--- src/hdl/ssm_cfg.svh ---
// Register map, field positions and reset values of the serial status/mode block
// Notes on behaviour
// RQ1: Flag bit 7 marks a pending request; writing 1 clears it.
// RQ2: Bit 7 stays set while any other event flag is still set.
// RQ3: Transmit overrun sets bit 6 until software writes 1 there.
// RQ4: Collision or mode fault sets bit 5; only writing 1 clears it.
// RQ5: Slave transaction abort sets bit 4; writing 1 clears it.
// RQ6: Receive overrun sets bit 3; writing 1 clears it.
// RQ7: Transmit underrun sets bit 2; it holds until 1 is written.
// RQ8: Bit 1 reads 1 while a transmission runs; writes are ignored.
// RQ9: In slave mode bit 0 reads 0 when selected, 1 when not.
// RQ10: Mode bit 7 picks right or left alignment of short transmit characters.
// RQ11: Mode field 5:2 gives bits per character; zero means sixteen.
// RQ12: Mode bit 1 set makes the select pin an output, else input.
// RQ13: The select direction setting counts only in master mode.
// RQ14: Output select pin follows mode bit 0; as input, bit 0 reads the pin.
// RQ15: Software keeps reserved bits 31:8 of both registers unchanged.
// RQ16: Software trigger bit in control also sets the pending flag.
// RQ17: Master enable bit 0 means slave, 1 means master.
// RQ18: Interrupt leaves the block only while interrupt enable is 1.
// RQ19: Any overrun, collision, abort or underrun event sets the pending flag.
`ifndef SSM_CFG_SVH
`define SSM_CFG_SVH
// Byte offsets on the register bus
`define SSM_CTRL_OFS    8'h04
`define SSM_FLAGS_OFS   8'h08
`define SSM_MODE_OFS    8'h0c
`define SSM_ISR_OFS     8'h20
`define SSM_IMASK_OFS   8'h24
// Event flag positions
`define SSM_FL_PEND     7
`define SSM_FL_TOVR     6
`define SSM_FL_COL      5
`define SSM_FL_ABT      4
`define SSM_FL_ROVR     3
`define SSM_FL_TUND     2
`define SSM_FL_BUSY     1
`define SSM_FL_SEL      0
`define SSM_EV_LO       2
`define SSM_EV_HI       6
// Mode fields
`define SSM_MD_ALIGN    7
`define SSM_MD_NB_HI    5
`define SSM_MD_NB_LO    2
`define SSM_MD_SSDIR    1
`define SSM_MD_SSVAL    0
// Control fields
`define SSM_CT_IRQE     7
`define SSM_CT_TRIG     6
`define SSM_CT_MMEN     1
`define SSM_CT_START    0
// Reset values
`define SSM_FLAGS_RST   8'h00
`define SSM_MODE_RST    8'h00
`define SSM_CTRL_RST    8'h00
`define SSM_IMASK_RST   8'h00
`endif

--- src/hdl/ssm_pkg.sv ---
// Types and shared helpers of the serial status/mode block
package ssm_pkg;
   typedef logic [7:0]  ssm_byte_t;
   typedef logic [15:0] ssm_char_t;
   typedef logic [4:0]  ssm_cnt_t;

   // Bits per character from the 4-bit length field, zero meaning sixteen
   function automatic ssm_cnt_t ssm_char_len(input logic [3:0] field);
      ssm_cnt_t n;
      n = (field == 4'h0) ? 5'h10 : {1'b0, field};
      return n;
   endfunction : ssm_char_len
endpackage : ssm_pkg

--- src/hdl/ssm_fmt_if.sv ---
// Carrier between the register core and the transmit formatter
`timescale 1ns/100ps
interface ssm_fmt_if;
   logic              align;
   logic [3:0]        len_field;
   ssm_pkg::ssm_char_t raw;
   logic              load;
   ssm_pkg::ssm_char_t chr;
   ssm_pkg::ssm_cnt_t  nbits;
   logic              valid;

   modport core (output align, output len_field, output raw, output load,
                 input chr, input nbits, input valid);
   modport fmt  (input align, input len_field, input raw, input load,
                 output chr, output nbits, output valid);
endinterface : ssm_fmt_if

--- src/hdl/ssm_txfmt.sv ---
// Transmit character formatter: masks unused bits by alignment and length
`timescale 1ns/100ps
module ssm_txfmt (
   // Clock and reset
   input wire logic mclk,
   input wire logic reset,
   // Core side
   ssm_fmt_if.fmt   fif
);
   wire ssm_pkg::ssm_cnt_t  len_w  = ssm_pkg::ssm_char_len(fif.len_field);
   wire logic [4:0]         gap_w  = 5'h10 - len_w;
   wire ssm_pkg::ssm_char_t rmask_w = 16'hffff >> gap_w;
   wire ssm_pkg::ssm_char_t lmask_w = 16'hffff << gap_w;
   // Unused bits are forced to zero on the side away from the character
   wire ssm_pkg::ssm_char_t fmt_w  = fif.align ? (fif.raw & lmask_w)
                                               : (fif.raw & rmask_w);

   // Register the formatted character on each load
   always_ff @(posedge mclk or posedge reset) begin
      if (reset) begin
         fif.chr   <= 16'h0000;
         fif.nbits <= 5'h10;
         fif.valid <= 1'b0;
      end else begin
         fif.valid <= fif.load;
         if (fif.load) begin
            fif.chr   <= fmt_w; // RQ10
            fif.nbits <= len_w; // RQ11
         end
      end
   end
endmodule : ssm_txfmt

--- src/hdl/ssm_top.sv ---
// Status flags, mode register, select pin and interrupt logic of the serial port
//
// Decided for this implementation: register access over APB.
`timescale 1ns/100ps
`include "ssm_cfg.svh"
module ssm_top (
   // Clock and reset
   input  wire logic        mclk,
   input  wire logic        reset,
   // APB slave
   input  wire logic        psel,
   input  wire logic        penable,
   input  wire logic        pwrite,
   input  wire logic [7:0]  paddr,
   input  wire logic [31:0] pwdata,
   output logic [31:0]      prdata,
   output logic             pready,
   output logic             pslverr,
   // Events from the shifter and FIFOs, same clock
   input  wire logic        ev_tx_overrun,
   input  wire logic        ev_collision,
   input  wire logic        ev_rx_overrun,
   input  wire logic        ev_tx_underrun,
   input  wire logic        tx_busy_in,
   // Transmit word from the data path
   input  wire logic [15:0] tx_word,
   input  wire logic        tx_load,
   // Link pins
   input  wire logic        sck_in,
   input  wire logic        select_pin_in,
   output logic             select_pin_out,
   output logic             select_pin_oe,
   // Configuration and results to the shifter
   output logic             master_mode,
   output logic             port_start,
   output logic [15:0]      tx_char,
   output logic [4:0]       char_bits,
   output logic             tx_char_valid,
   // Interrupt
   output logic             irq
);
   // Registers
   ssm_pkg::ssm_byte_t flags_reg;
   ssm_pkg::ssm_byte_t mode_reg;
   ssm_pkg::ssm_byte_t ctrl_reg;
   ssm_pkg::ssm_byte_t isr_reg;
   ssm_pkg::ssm_byte_t imask_reg;
   ssm_pkg::ssm_byte_t rd_snap_reg;
   logic               rd_isr_reg;
   logic               txst_reg;
   logic               irq_reg;
   logic               ss_oe_reg;
   logic               ss_out_reg;
   logic [31:0]        prdata_reg;
   logic               pready_reg;
   logic               pslverr_reg;
   // Link synchronisers and filtered levels
   logic [2:0]         sck_sync_reg;
   logic [2:0]         sel_sync_reg;
   logic               sck_filt_reg;
   logic               sel_filt_reg;
   ssm_pkg::ssm_cnt_t  bit_cnt_reg;

   ssm_fmt_if fif ();

   ssm_txfmt u_fmt (
      .mclk  (mclk),
      .reset (reset),
      .fif   (fif)
   );

   // Transmit formatting follows the mode register
   assign fif.align     = mode_reg[`SSM_MD_ALIGN];
   assign fif.len_field = mode_reg[`SSM_MD_NB_HI:`SSM_MD_NB_LO];
   assign fif.raw       = tx_word;
   assign fif.load      = tx_load;

   // Bus phase decode
   wire logic setup_w  = psel & ~penable;
   wire logic done_w   = psel & penable & pready_reg;
   wire logic wr_done  = done_w & pwrite;
   wire logic hit_ctrl  = (paddr == `SSM_CTRL_OFS);
   wire logic hit_flags = (paddr == `SSM_FLAGS_OFS);
   wire logic hit_mode  = (paddr == `SSM_MODE_OFS);
   wire logic hit_isr   = (paddr == `SSM_ISR_OFS);
   wire logic hit_imask = (paddr == `SSM_IMASK_OFS);
   wire logic hit_any   = hit_ctrl | hit_flags | hit_mode | hit_isr | hit_imask;
   wire logic wr_ctrl   = wr_done & hit_ctrl;
   wire logic wr_flags  = wr_done & hit_flags;
   wire logic wr_mode   = wr_done & hit_mode;
   wire logic wr_imask  = wr_done & hit_imask;

   // Operating role and select pin direction
   wire logic is_master = ctrl_reg[`SSM_CT_MMEN]; // RQ17
   // Direction bit is ignored as slave, so the pin stays an input there
   wire logic ss_drive  = is_master & mode_reg[`SSM_MD_SSDIR]; // RQ12 RQ13
   wire logic ssv_bit   = mode_reg[`SSM_MD_SSVAL];

   // Link edges from the filtered levels
   logic sck_prev_reg;
   logic sel_prev_reg;
   wire logic sck_rise  = sck_filt_reg & ~sck_prev_reg;
   wire logic sel_rise  = sel_filt_reg & ~sel_prev_reg;
   wire logic selected  = ~sel_filt_reg;
   wire ssm_pkg::ssm_cnt_t len_w =
      ssm_pkg::ssm_char_len(mode_reg[`SSM_MD_NB_HI:`SSM_MD_NB_LO]);
   wire logic slave_busy = ~is_master & selected & (bit_cnt_reg != 5'h00);
   // Deselect in the middle of a character aborts the slave transaction
   wire logic ev_abort   = ~is_master & sel_rise & (bit_cnt_reg != 5'h00);
   // Another master pulling select low while we drive the bus is a mode fault
   wire logic ev_modef   = is_master & ~ss_drive & ctrl_reg[`SSM_CT_START] &
                           ~sel_filt_reg & sel_prev_reg;
   wire ssm_pkg::ssm_cnt_t cnt_next =
      (~is_master & selected & sck_rise)
         ? ((bit_cnt_reg + 5'h01 == len_w) ? 5'h00 : 5'(bit_cnt_reg + 5'h01))
         : (selected ? bit_cnt_reg : 5'h00);

   // Event vector in flag layout
   wire ssm_pkg::ssm_byte_t ev_w = {1'b0,
                                    ev_tx_overrun,
                                    ev_collision | ev_modef,
                                    ev_abort,
                                    ev_rx_overrun,
                                    ev_tx_underrun,
                                    2'b00};
   wire logic [4:0] ev_bits  = ev_w[`SSM_EV_HI:`SSM_EV_LO];
   wire logic [4:0] w1c_bits = wr_flags ? pwdata[`SSM_EV_HI:`SSM_EV_LO] : 5'h00;
   // Set wins over a clear in the same cycle
   wire logic [4:0] evf_next = ev_bits | (flags_reg[`SSM_EV_HI:`SSM_EV_LO] & ~w1c_bits);
   wire logic trig_w   = wr_ctrl & pwdata[`SSM_CT_TRIG];
   wire logic pend_set = (|ev_bits) | trig_w; // RQ16 RQ19
   wire logic pend_clr = wr_flags & pwdata[`SSM_FL_PEND] & ~(|evf_next); // RQ1 RQ2
   wire logic pend_next = pend_set | (flags_reg[`SSM_FL_PEND] & ~pend_clr);
   // Trigger bit drops once the pending flag has been cleared
   wire logic trig_keep = ctrl_reg[`SSM_CT_TRIG] & pend_next;

   // Read view of each register
   wire logic sel_view  = is_master ? 1'b1 : sel_filt_reg; // RQ9
   wire logic ssv_view  = ss_drive ? mode_reg[`SSM_MD_SSVAL] : sel_filt_reg; // RQ14
   wire ssm_pkg::ssm_byte_t flags_view = {flags_reg[7:2], txst_reg, sel_view}; // RQ8
   wire ssm_pkg::ssm_byte_t mode_view  = {mode_reg[7:1], ssv_view};
   wire ssm_pkg::ssm_byte_t rd_byte =
      hit_ctrl  ? ctrl_reg  :
      hit_flags ? flags_view :
      hit_mode  ? mode_view :
      hit_isr   ? isr_reg   :
      hit_imask ? imask_reg : 8'h00;

   // Bus answer: data latched at setup, ready in the access cycle
   always_ff @(posedge mclk or posedge reset) begin
      if (reset) begin
         pready_reg  <= 1'b0;
         pslverr_reg <= 1'b0;
         prdata_reg  <= 32'h0000_0000;
      end else begin
         pready_reg  <= setup_w;
         pslverr_reg <= setup_w & ~hit_any;
         if (setup_w) begin
            prdata_reg <= {24'h00_0000, rd_byte};
         end
      end
   end

   // Snapshot of the status read so only bits seen are cleared
   always_ff @(posedge mclk or posedge reset) begin
      if (reset) begin
         rd_snap_reg <= 8'h00;
         rd_isr_reg  <= 1'b0;
      end else begin
         rd_isr_reg <= setup_w & hit_isr & ~pwrite;
         if (setup_w) begin
            rd_snap_reg <= isr_reg;
         end
      end
   end

   // Control and mode registers; reserved bits are not stored
   always_ff @(posedge mclk or posedge reset) begin
      if (reset) begin
         ctrl_reg <= `SSM_CTRL_RST;
         mode_reg <= `SSM_MODE_RST;
      end else begin
         if (wr_ctrl) begin
            ctrl_reg <= pwdata[7:0];
         end else begin
            ctrl_reg[`SSM_CT_TRIG] <= trig_keep;
         end
         if (wr_mode) begin
            mode_reg <= {pwdata[7], 1'b0, pwdata[5:0]}; // RQ11 RQ14
         end
      end
   end

   // Event flags: sticky, write one to clear
   always_ff @(posedge mclk or posedge reset) begin
      if (reset) begin
         flags_reg <= `SSM_FLAGS_RST;
      end else begin
         flags_reg[`SSM_FL_PEND] <= pend_next; // RQ1 RQ2
         flags_reg[`SSM_EV_HI:`SSM_EV_LO] <= evf_next; // RQ3 RQ4 RQ5 RQ6 RQ7
      end
   end

   // Interrupt status clears on read, mask gates it, enable gates the output
   wire ssm_pkg::ssm_byte_t isr_set = ev_w | {trig_w, 7'h00};
   wire ssm_pkg::ssm_byte_t isr_clr = (rd_isr_reg & done_w) ? rd_snap_reg : 8'h00;
   wire logic irq_en   = ctrl_reg[`SSM_CT_IRQE];
   wire logic irq_next = irq_en & (|(isr_reg & imask_reg)); // RQ18
   always_ff @(posedge mclk or posedge reset) begin
      if (reset) begin
         isr_reg   <= 8'h00;
         imask_reg <= `SSM_IMASK_RST;
         irq_reg   <= 1'b0;
      end else begin
         isr_reg <= isr_set | (isr_reg & ~isr_clr);
         irq_reg <= irq_next;
         if (wr_imask) begin
            imask_reg <= pwdata[7:0];
         end
      end
   end

   // Three-stage synchronisers; a level counts once stages two and three agree
   always_ff @(posedge mclk or posedge reset) begin
      if (reset) begin
         sck_sync_reg <= 3'h0;
         sel_sync_reg <= 3'h7;
         sck_filt_reg <= 1'b0;
         sel_filt_reg <= 1'b1;
      end else begin
         sck_sync_reg <= {sck_sync_reg[1:0], sck_in};
         sel_sync_reg <= {sel_sync_reg[1:0], select_pin_in};
         if (sck_sync_reg[1] == sck_sync_reg[2]) begin
            sck_filt_reg <= sck_sync_reg[2];
         end
         if (sel_sync_reg[1] == sel_sync_reg[2]) begin
            sel_filt_reg <= sel_sync_reg[2];
         end
      end
   end

   // Edge history and slave bit counter
   always_ff @(posedge mclk or posedge reset) begin
      if (reset) begin
         sck_prev_reg <= 1'b0;
         sel_prev_reg <= 1'b1;
         bit_cnt_reg  <= 5'h00;
      end else begin
         sck_prev_reg <= sck_filt_reg;
         sel_prev_reg <= sel_filt_reg;
         bit_cnt_reg  <= cnt_next; // RQ11
      end
   end

   // Busy state and select pin drive
   always_ff @(posedge mclk or posedge reset) begin
      if (reset) begin
         txst_reg   <= 1'b0;
         ss_oe_reg  <= 1'b0;
         ss_out_reg <= 1'b1;
      end else begin
         txst_reg   <= tx_busy_in | slave_busy; // RQ8
         ss_oe_reg  <= ss_drive; // RQ12 RQ13
         ss_out_reg <= mode_reg[`SSM_MD_SSVAL]; // RQ14
      end
   end

   // Outputs
   assign prdata         = prdata_reg;
   assign pready         = pready_reg;
   assign pslverr        = pslverr_reg;
   assign select_pin_out = ss_out_reg;
   assign select_pin_oe  = ss_oe_reg;
   assign master_mode    = ctrl_reg[`SSM_CT_MMEN];
   assign port_start     = ctrl_reg[`SSM_CT_START];
   assign tx_char        = fif.chr;
   assign char_bits      = fif.nbits;
   assign tx_char_valid  = fif.valid;
   assign irq            = irq_reg;
endmodule : ssm_top

--- config.mk ---
export PLATFORM = sky130hd
export DESIGN_NAME = ssm_top
export DESIGN_NICKNAME = d
export VERILOG_FILES = /design/src/hdl/ssm_pkg.sv /design/src/hdl/ssm_fmt_if.sv /design/src/hdl/ssm_txfmt.sv /design/src/hdl/ssm_top.sv
export VERILOG_INCLUDE_DIRS = /design/src /design/src/hdl
export SDC_FILE = /design/constraint.sdc
export NUM_CORES = 1
export LEC_CHECK = 0
export ABC_AREA = 1
export BUFFER_PORTS_ARGS = -buffer_cell sky130_fd_sc_hd__buf_4
export CAP_MARGIN = 20
export CORE_UTILIZATION = 57
export DETAILED_ROUTE_END_ITERATION = 12
export PLACE_DENSITY_LB_ADDON = 0.15
export REMOVE_ABC_BUFFERS = 1
export SYNTH_ARGS = -nofsm -noshare
export SYNTH_HDL_FRONTEND = slang
export SYNTH_SLANG_ARGS = --single-unit
--- constraint.sdc ---
create_clock -name mclk -period 9.1 [get_ports mclk]
set_input_delay 1.365 -clock mclk [delete_from_list [all_inputs] [get_ports mclk]]
set_output_delay 1.365 -clock mclk [all_outputs]
set_load 0.02 [all_outputs]
==> run_results.csv <==
group,metric,value,unit
critical_path,reg2reg_setup_slack,7.13,ns
critical_path,cpLargestDelayFamily,"simple AND/OR/NAND/NOR gates",
route,drt_iter0_drc,301,
critical_path,cp_cell_sequence,"buf_4 -> nor2_2 -> nand2_1 -> nor2_2 -> inv_1 -> nor2_1 -> buf_4 -> nand2_1 -> nor2_1 -> nor3_1 -> nand2_1 -> nand2_1 -> nand2_1",
critical_path,crit_type,"primary input to register",
clocking,cts_htree_levels,3,
power,p_leak,2.85,nW
timing,whs,0.359,ns
timing,skew,0.0143,ns
timing,maxSlewHeadroom,44.0,%
clocking,hold_buffers,0,
layout,postLayoutCoreUtil,71.5,%
route,finalWirelength,10900,um
timing,setup_viol,0,
global_routing,grt_pass1_wl,17600,um
place,globalplace.congestion,0.859,
critical_path,worst_setup_path_start_kind,"primary input",
layout,antenna_cells,0,
clocking,clock_sinks,97,
route,postRouteAntennaNets,0,
timing,worstMarginPinSlew,0.840,ns
timing,finalHoldViolCount,0,
floorplanning,io_pins,130,
timing,finalMaxSlewViolations,0,
global_routing,grt_pass1_vias,3741,
critical_path,arrival,3.22,ns
critical_path,required,9.41,ns
route,drt-vias-per-instance,5.32,
global_routing,antenna_found_initial,0,
clocking,cts_setup_buffers,0,
floorplanning,die_w,93.4,um
place,preCtsSetupSlack,5.87,ns
clocking,clk-insertion-delay-late,0.37,ns
global_routing,grt_max_degree,56,
critical_path,crit_fanout,15,
critical_path,cpMostUsedCell,"nand2_1",
timing,tns,0,ns
clocking,numCtsBuffers,9,
critical_path,slowest_delay,0.33,ns
route,routedWlPerCell,14.8,um
yosys,async_reset_ff_share,100,%
min_path,hold_path_class,"register to register",
floorplanning,rows,32,
critical_path,cp_slowest_cell,"nand2_1",
layout,final_nets,705,
layout,largest_reg_flops,16,
yosys,synthCells,549,
clocking,cts_max_path_buffers,2,
yosys,synth_seq_area_share,51.2,%
layout,synthToLayoutAreaGrowth,18.6,%
timing,fin_crit,2.91,ns
global_routing,grt_usage,26.4,%
place,dp_hpwl,7760,um
clocking,cts_tree,"built",
yosys,syn_avg_cell_area,8.67,um2
clocking,post_cts_resized,0,
outcome,status,"completed",
yosys,synth_cell_types,44,
floorplanning,die-area,8720,um2
place,port_buffers,81,
timing,timing.fmax,0.344,GHz
layout,drive_above_1_share,21.0,%
flow_run,max_cap_viol_count,0,
floorplanning,die_h,93.4,um
yosys,syn-cell-area,4760,um2
yosys,synth_enable_flop_cells,0,
layout,largest_register,"u_fmt.fif.chr",
floorplanning,core,7890,um2
power,max-vdd-ir-drop,0.000113,V
route,drc,0,
clocking,clk_pin_slew,0.09,ns
yosys,yosys_warnings,0,
clocking,cts-root-buf,"clkbuf_8",
timing,period_share,32.0,%
yosys,ys_ff_latch,97,
global_routing,overflow,0,
power,p_per_area,169,nW/um2
floorplanning,start_util,60.3,%
route,dr.pass1.iters,4,
yosys,ys.flop_type,"dfrtp_1",
critical_path,crit_path_end_kind,"register",
route,vias,3912,
timing,setup_ws,6.19,ns
critical_path,crit_buf_inv,3,
timing,grt_setup_unrepaired,"false",
synth_stat cells (all sizes together) (2+ instances only):
| library cell | count | share of area [%] |
|---|---|---|
| o21ai | 61 | 6.6 |
| xor2 | 7 | 1.7 |
| ha | 7 | 1.8 |
| a21boi | 2 | 0.32 |
| nand2 | 140 | 12 |
| nor2 | 27 | 2.8 |
| nand3 | 37 | 4.3 |
| xnor2 | 2 | 0.37 |
| buf | 27 | 4.1 |
| o22ai | 10 | 1.3 |
| a31oi | 4 | 0.53 |
| clkbuf | 11 | 0.87 |
| nand4 | 7 | 0.92 |
| a221oi | 5 | 0.92 |
| dfrtp | 90 | 47 |
| dfstp | 7 | 3.9 |
| or2 | 2 | 0.32 |
| nor3 | 2 | 0.21 |
| maj3 | 2 | 0.42 |
| inv | 68 | 5.4 |
| a21oi | 24 | 2.7 |
per-layer routing:
layer | GRT usage [%] | share of wire, % | vias up | wire (um)
met5 | 0 | 0 | - | 0
met4 | 10.3 | 2.1 | 0 | 225
met3 | 3.82 | 4.1 | 18 | 452
met2 | 41.6 | 48 | 120 | 5180
met1 | 36.9 | 46 | 1877 | 5040
li1 | - | - | 1897 | -
power breakdown:
part	total [W]	switching, W	internal (W)
Combinational	0.000118	0.0000735	0.0000444
Clock	0.000372	0.000153	0.000219
Sequential	0.000465	0.0000125	0.000452
layout by cell type, fill, tap and decap left out, drive strengths merged:
cell type and n:
o21ai 61, nor3 2, conb 24, clkinv 2
a21o 1, buf 84, inv 68, o22ai 10
a221oi 5, a21oi 24, ha 7, dfrtp 90
nor2 27, clkbuf 10, xnor2 2, nand4 7
nand3b 1, dfstp 7, maj3 2, clkinvlp 1
o2111ai 1, xor2 7, a21boi 2, nor4 1
bufinv 4, or2 2, nand2 140, nand3 37
a31oi 4, o21bai 1
kinds of logic (layout without fill, tap and decap cells):
logic type | Yosys count | after routing | share of synthesized area, %
AOI/OAI and AO/OA | 109 | 109 | 12.8
buffers and inverters | 107 | 169 | 10.5
adders and majority gates | 9 | 9 | 2.26
DFF | 97 | 97 | 51.2
other | 1 | 24 | 0.0788
xor gates and xnor gates | 9 | 9 | 2.05
and+or+nand+nor | 217 | 217 | 21.1
worst register-to-register path, delay by kind of cell, from the launching register on:
family / cells / cell delay [ns]
AO/OA/AOI/OAI: 1 / 0.06
XOR/XNOR: 1 / 0.32
adder cells (fa/ha/maj): 1 / 0.27
buffers and inverters: 2 / 0.25
flip-flops: 1 / 0.46
AND/OR/NAND/NOR: 4 / 0.49
metrics by stage:
stage | total power [W] | cells | instance area [um2]
2_1_floorplan | 0.000539 | 534 | 4610
3_3_place_gp | 0.000587 | 720 | 5370
3_5_place_dp | 0.000590 | 720 | 5370
4_1_cts | 0.000957 | 736 | 5640
5_1_grt | 0.000988 | 736 | 5640
6_report | 0.000954 | 736 | 5640
layout make-up:
| type | count | area [um2] |
|---|---|---|
| clock buffer | 10 | 138 |
| clock inverter | 6 | 136 |
| fill | 607 | 2250 |
| inverter | 69 | 263 |
| multi-input combinational | 368 | 1910 |
| sequential | 97 | 2440 |
| tap | 102 | 128 |
| timing repair buffer | 84 | 631 |
worst paths after layout:
check,cells past startpoint,start,to
worst max-delay path,13,paddr[1],ctrl_reg[6]
worst min-delay path,0,sck_sync_reg[0],sck_sync_reg[1]
worst max register to register,9,mode_reg[3],u_fmt.fif.chr[11]
worst min register to register,0,sck_sync_reg[0],sck_sync_reg[1]
max in group asynchronous,3,reset,mode_reg[2]
min in group asynchronous,2,reset,isr_reg[0]
(Power assumes the default switching activity.)
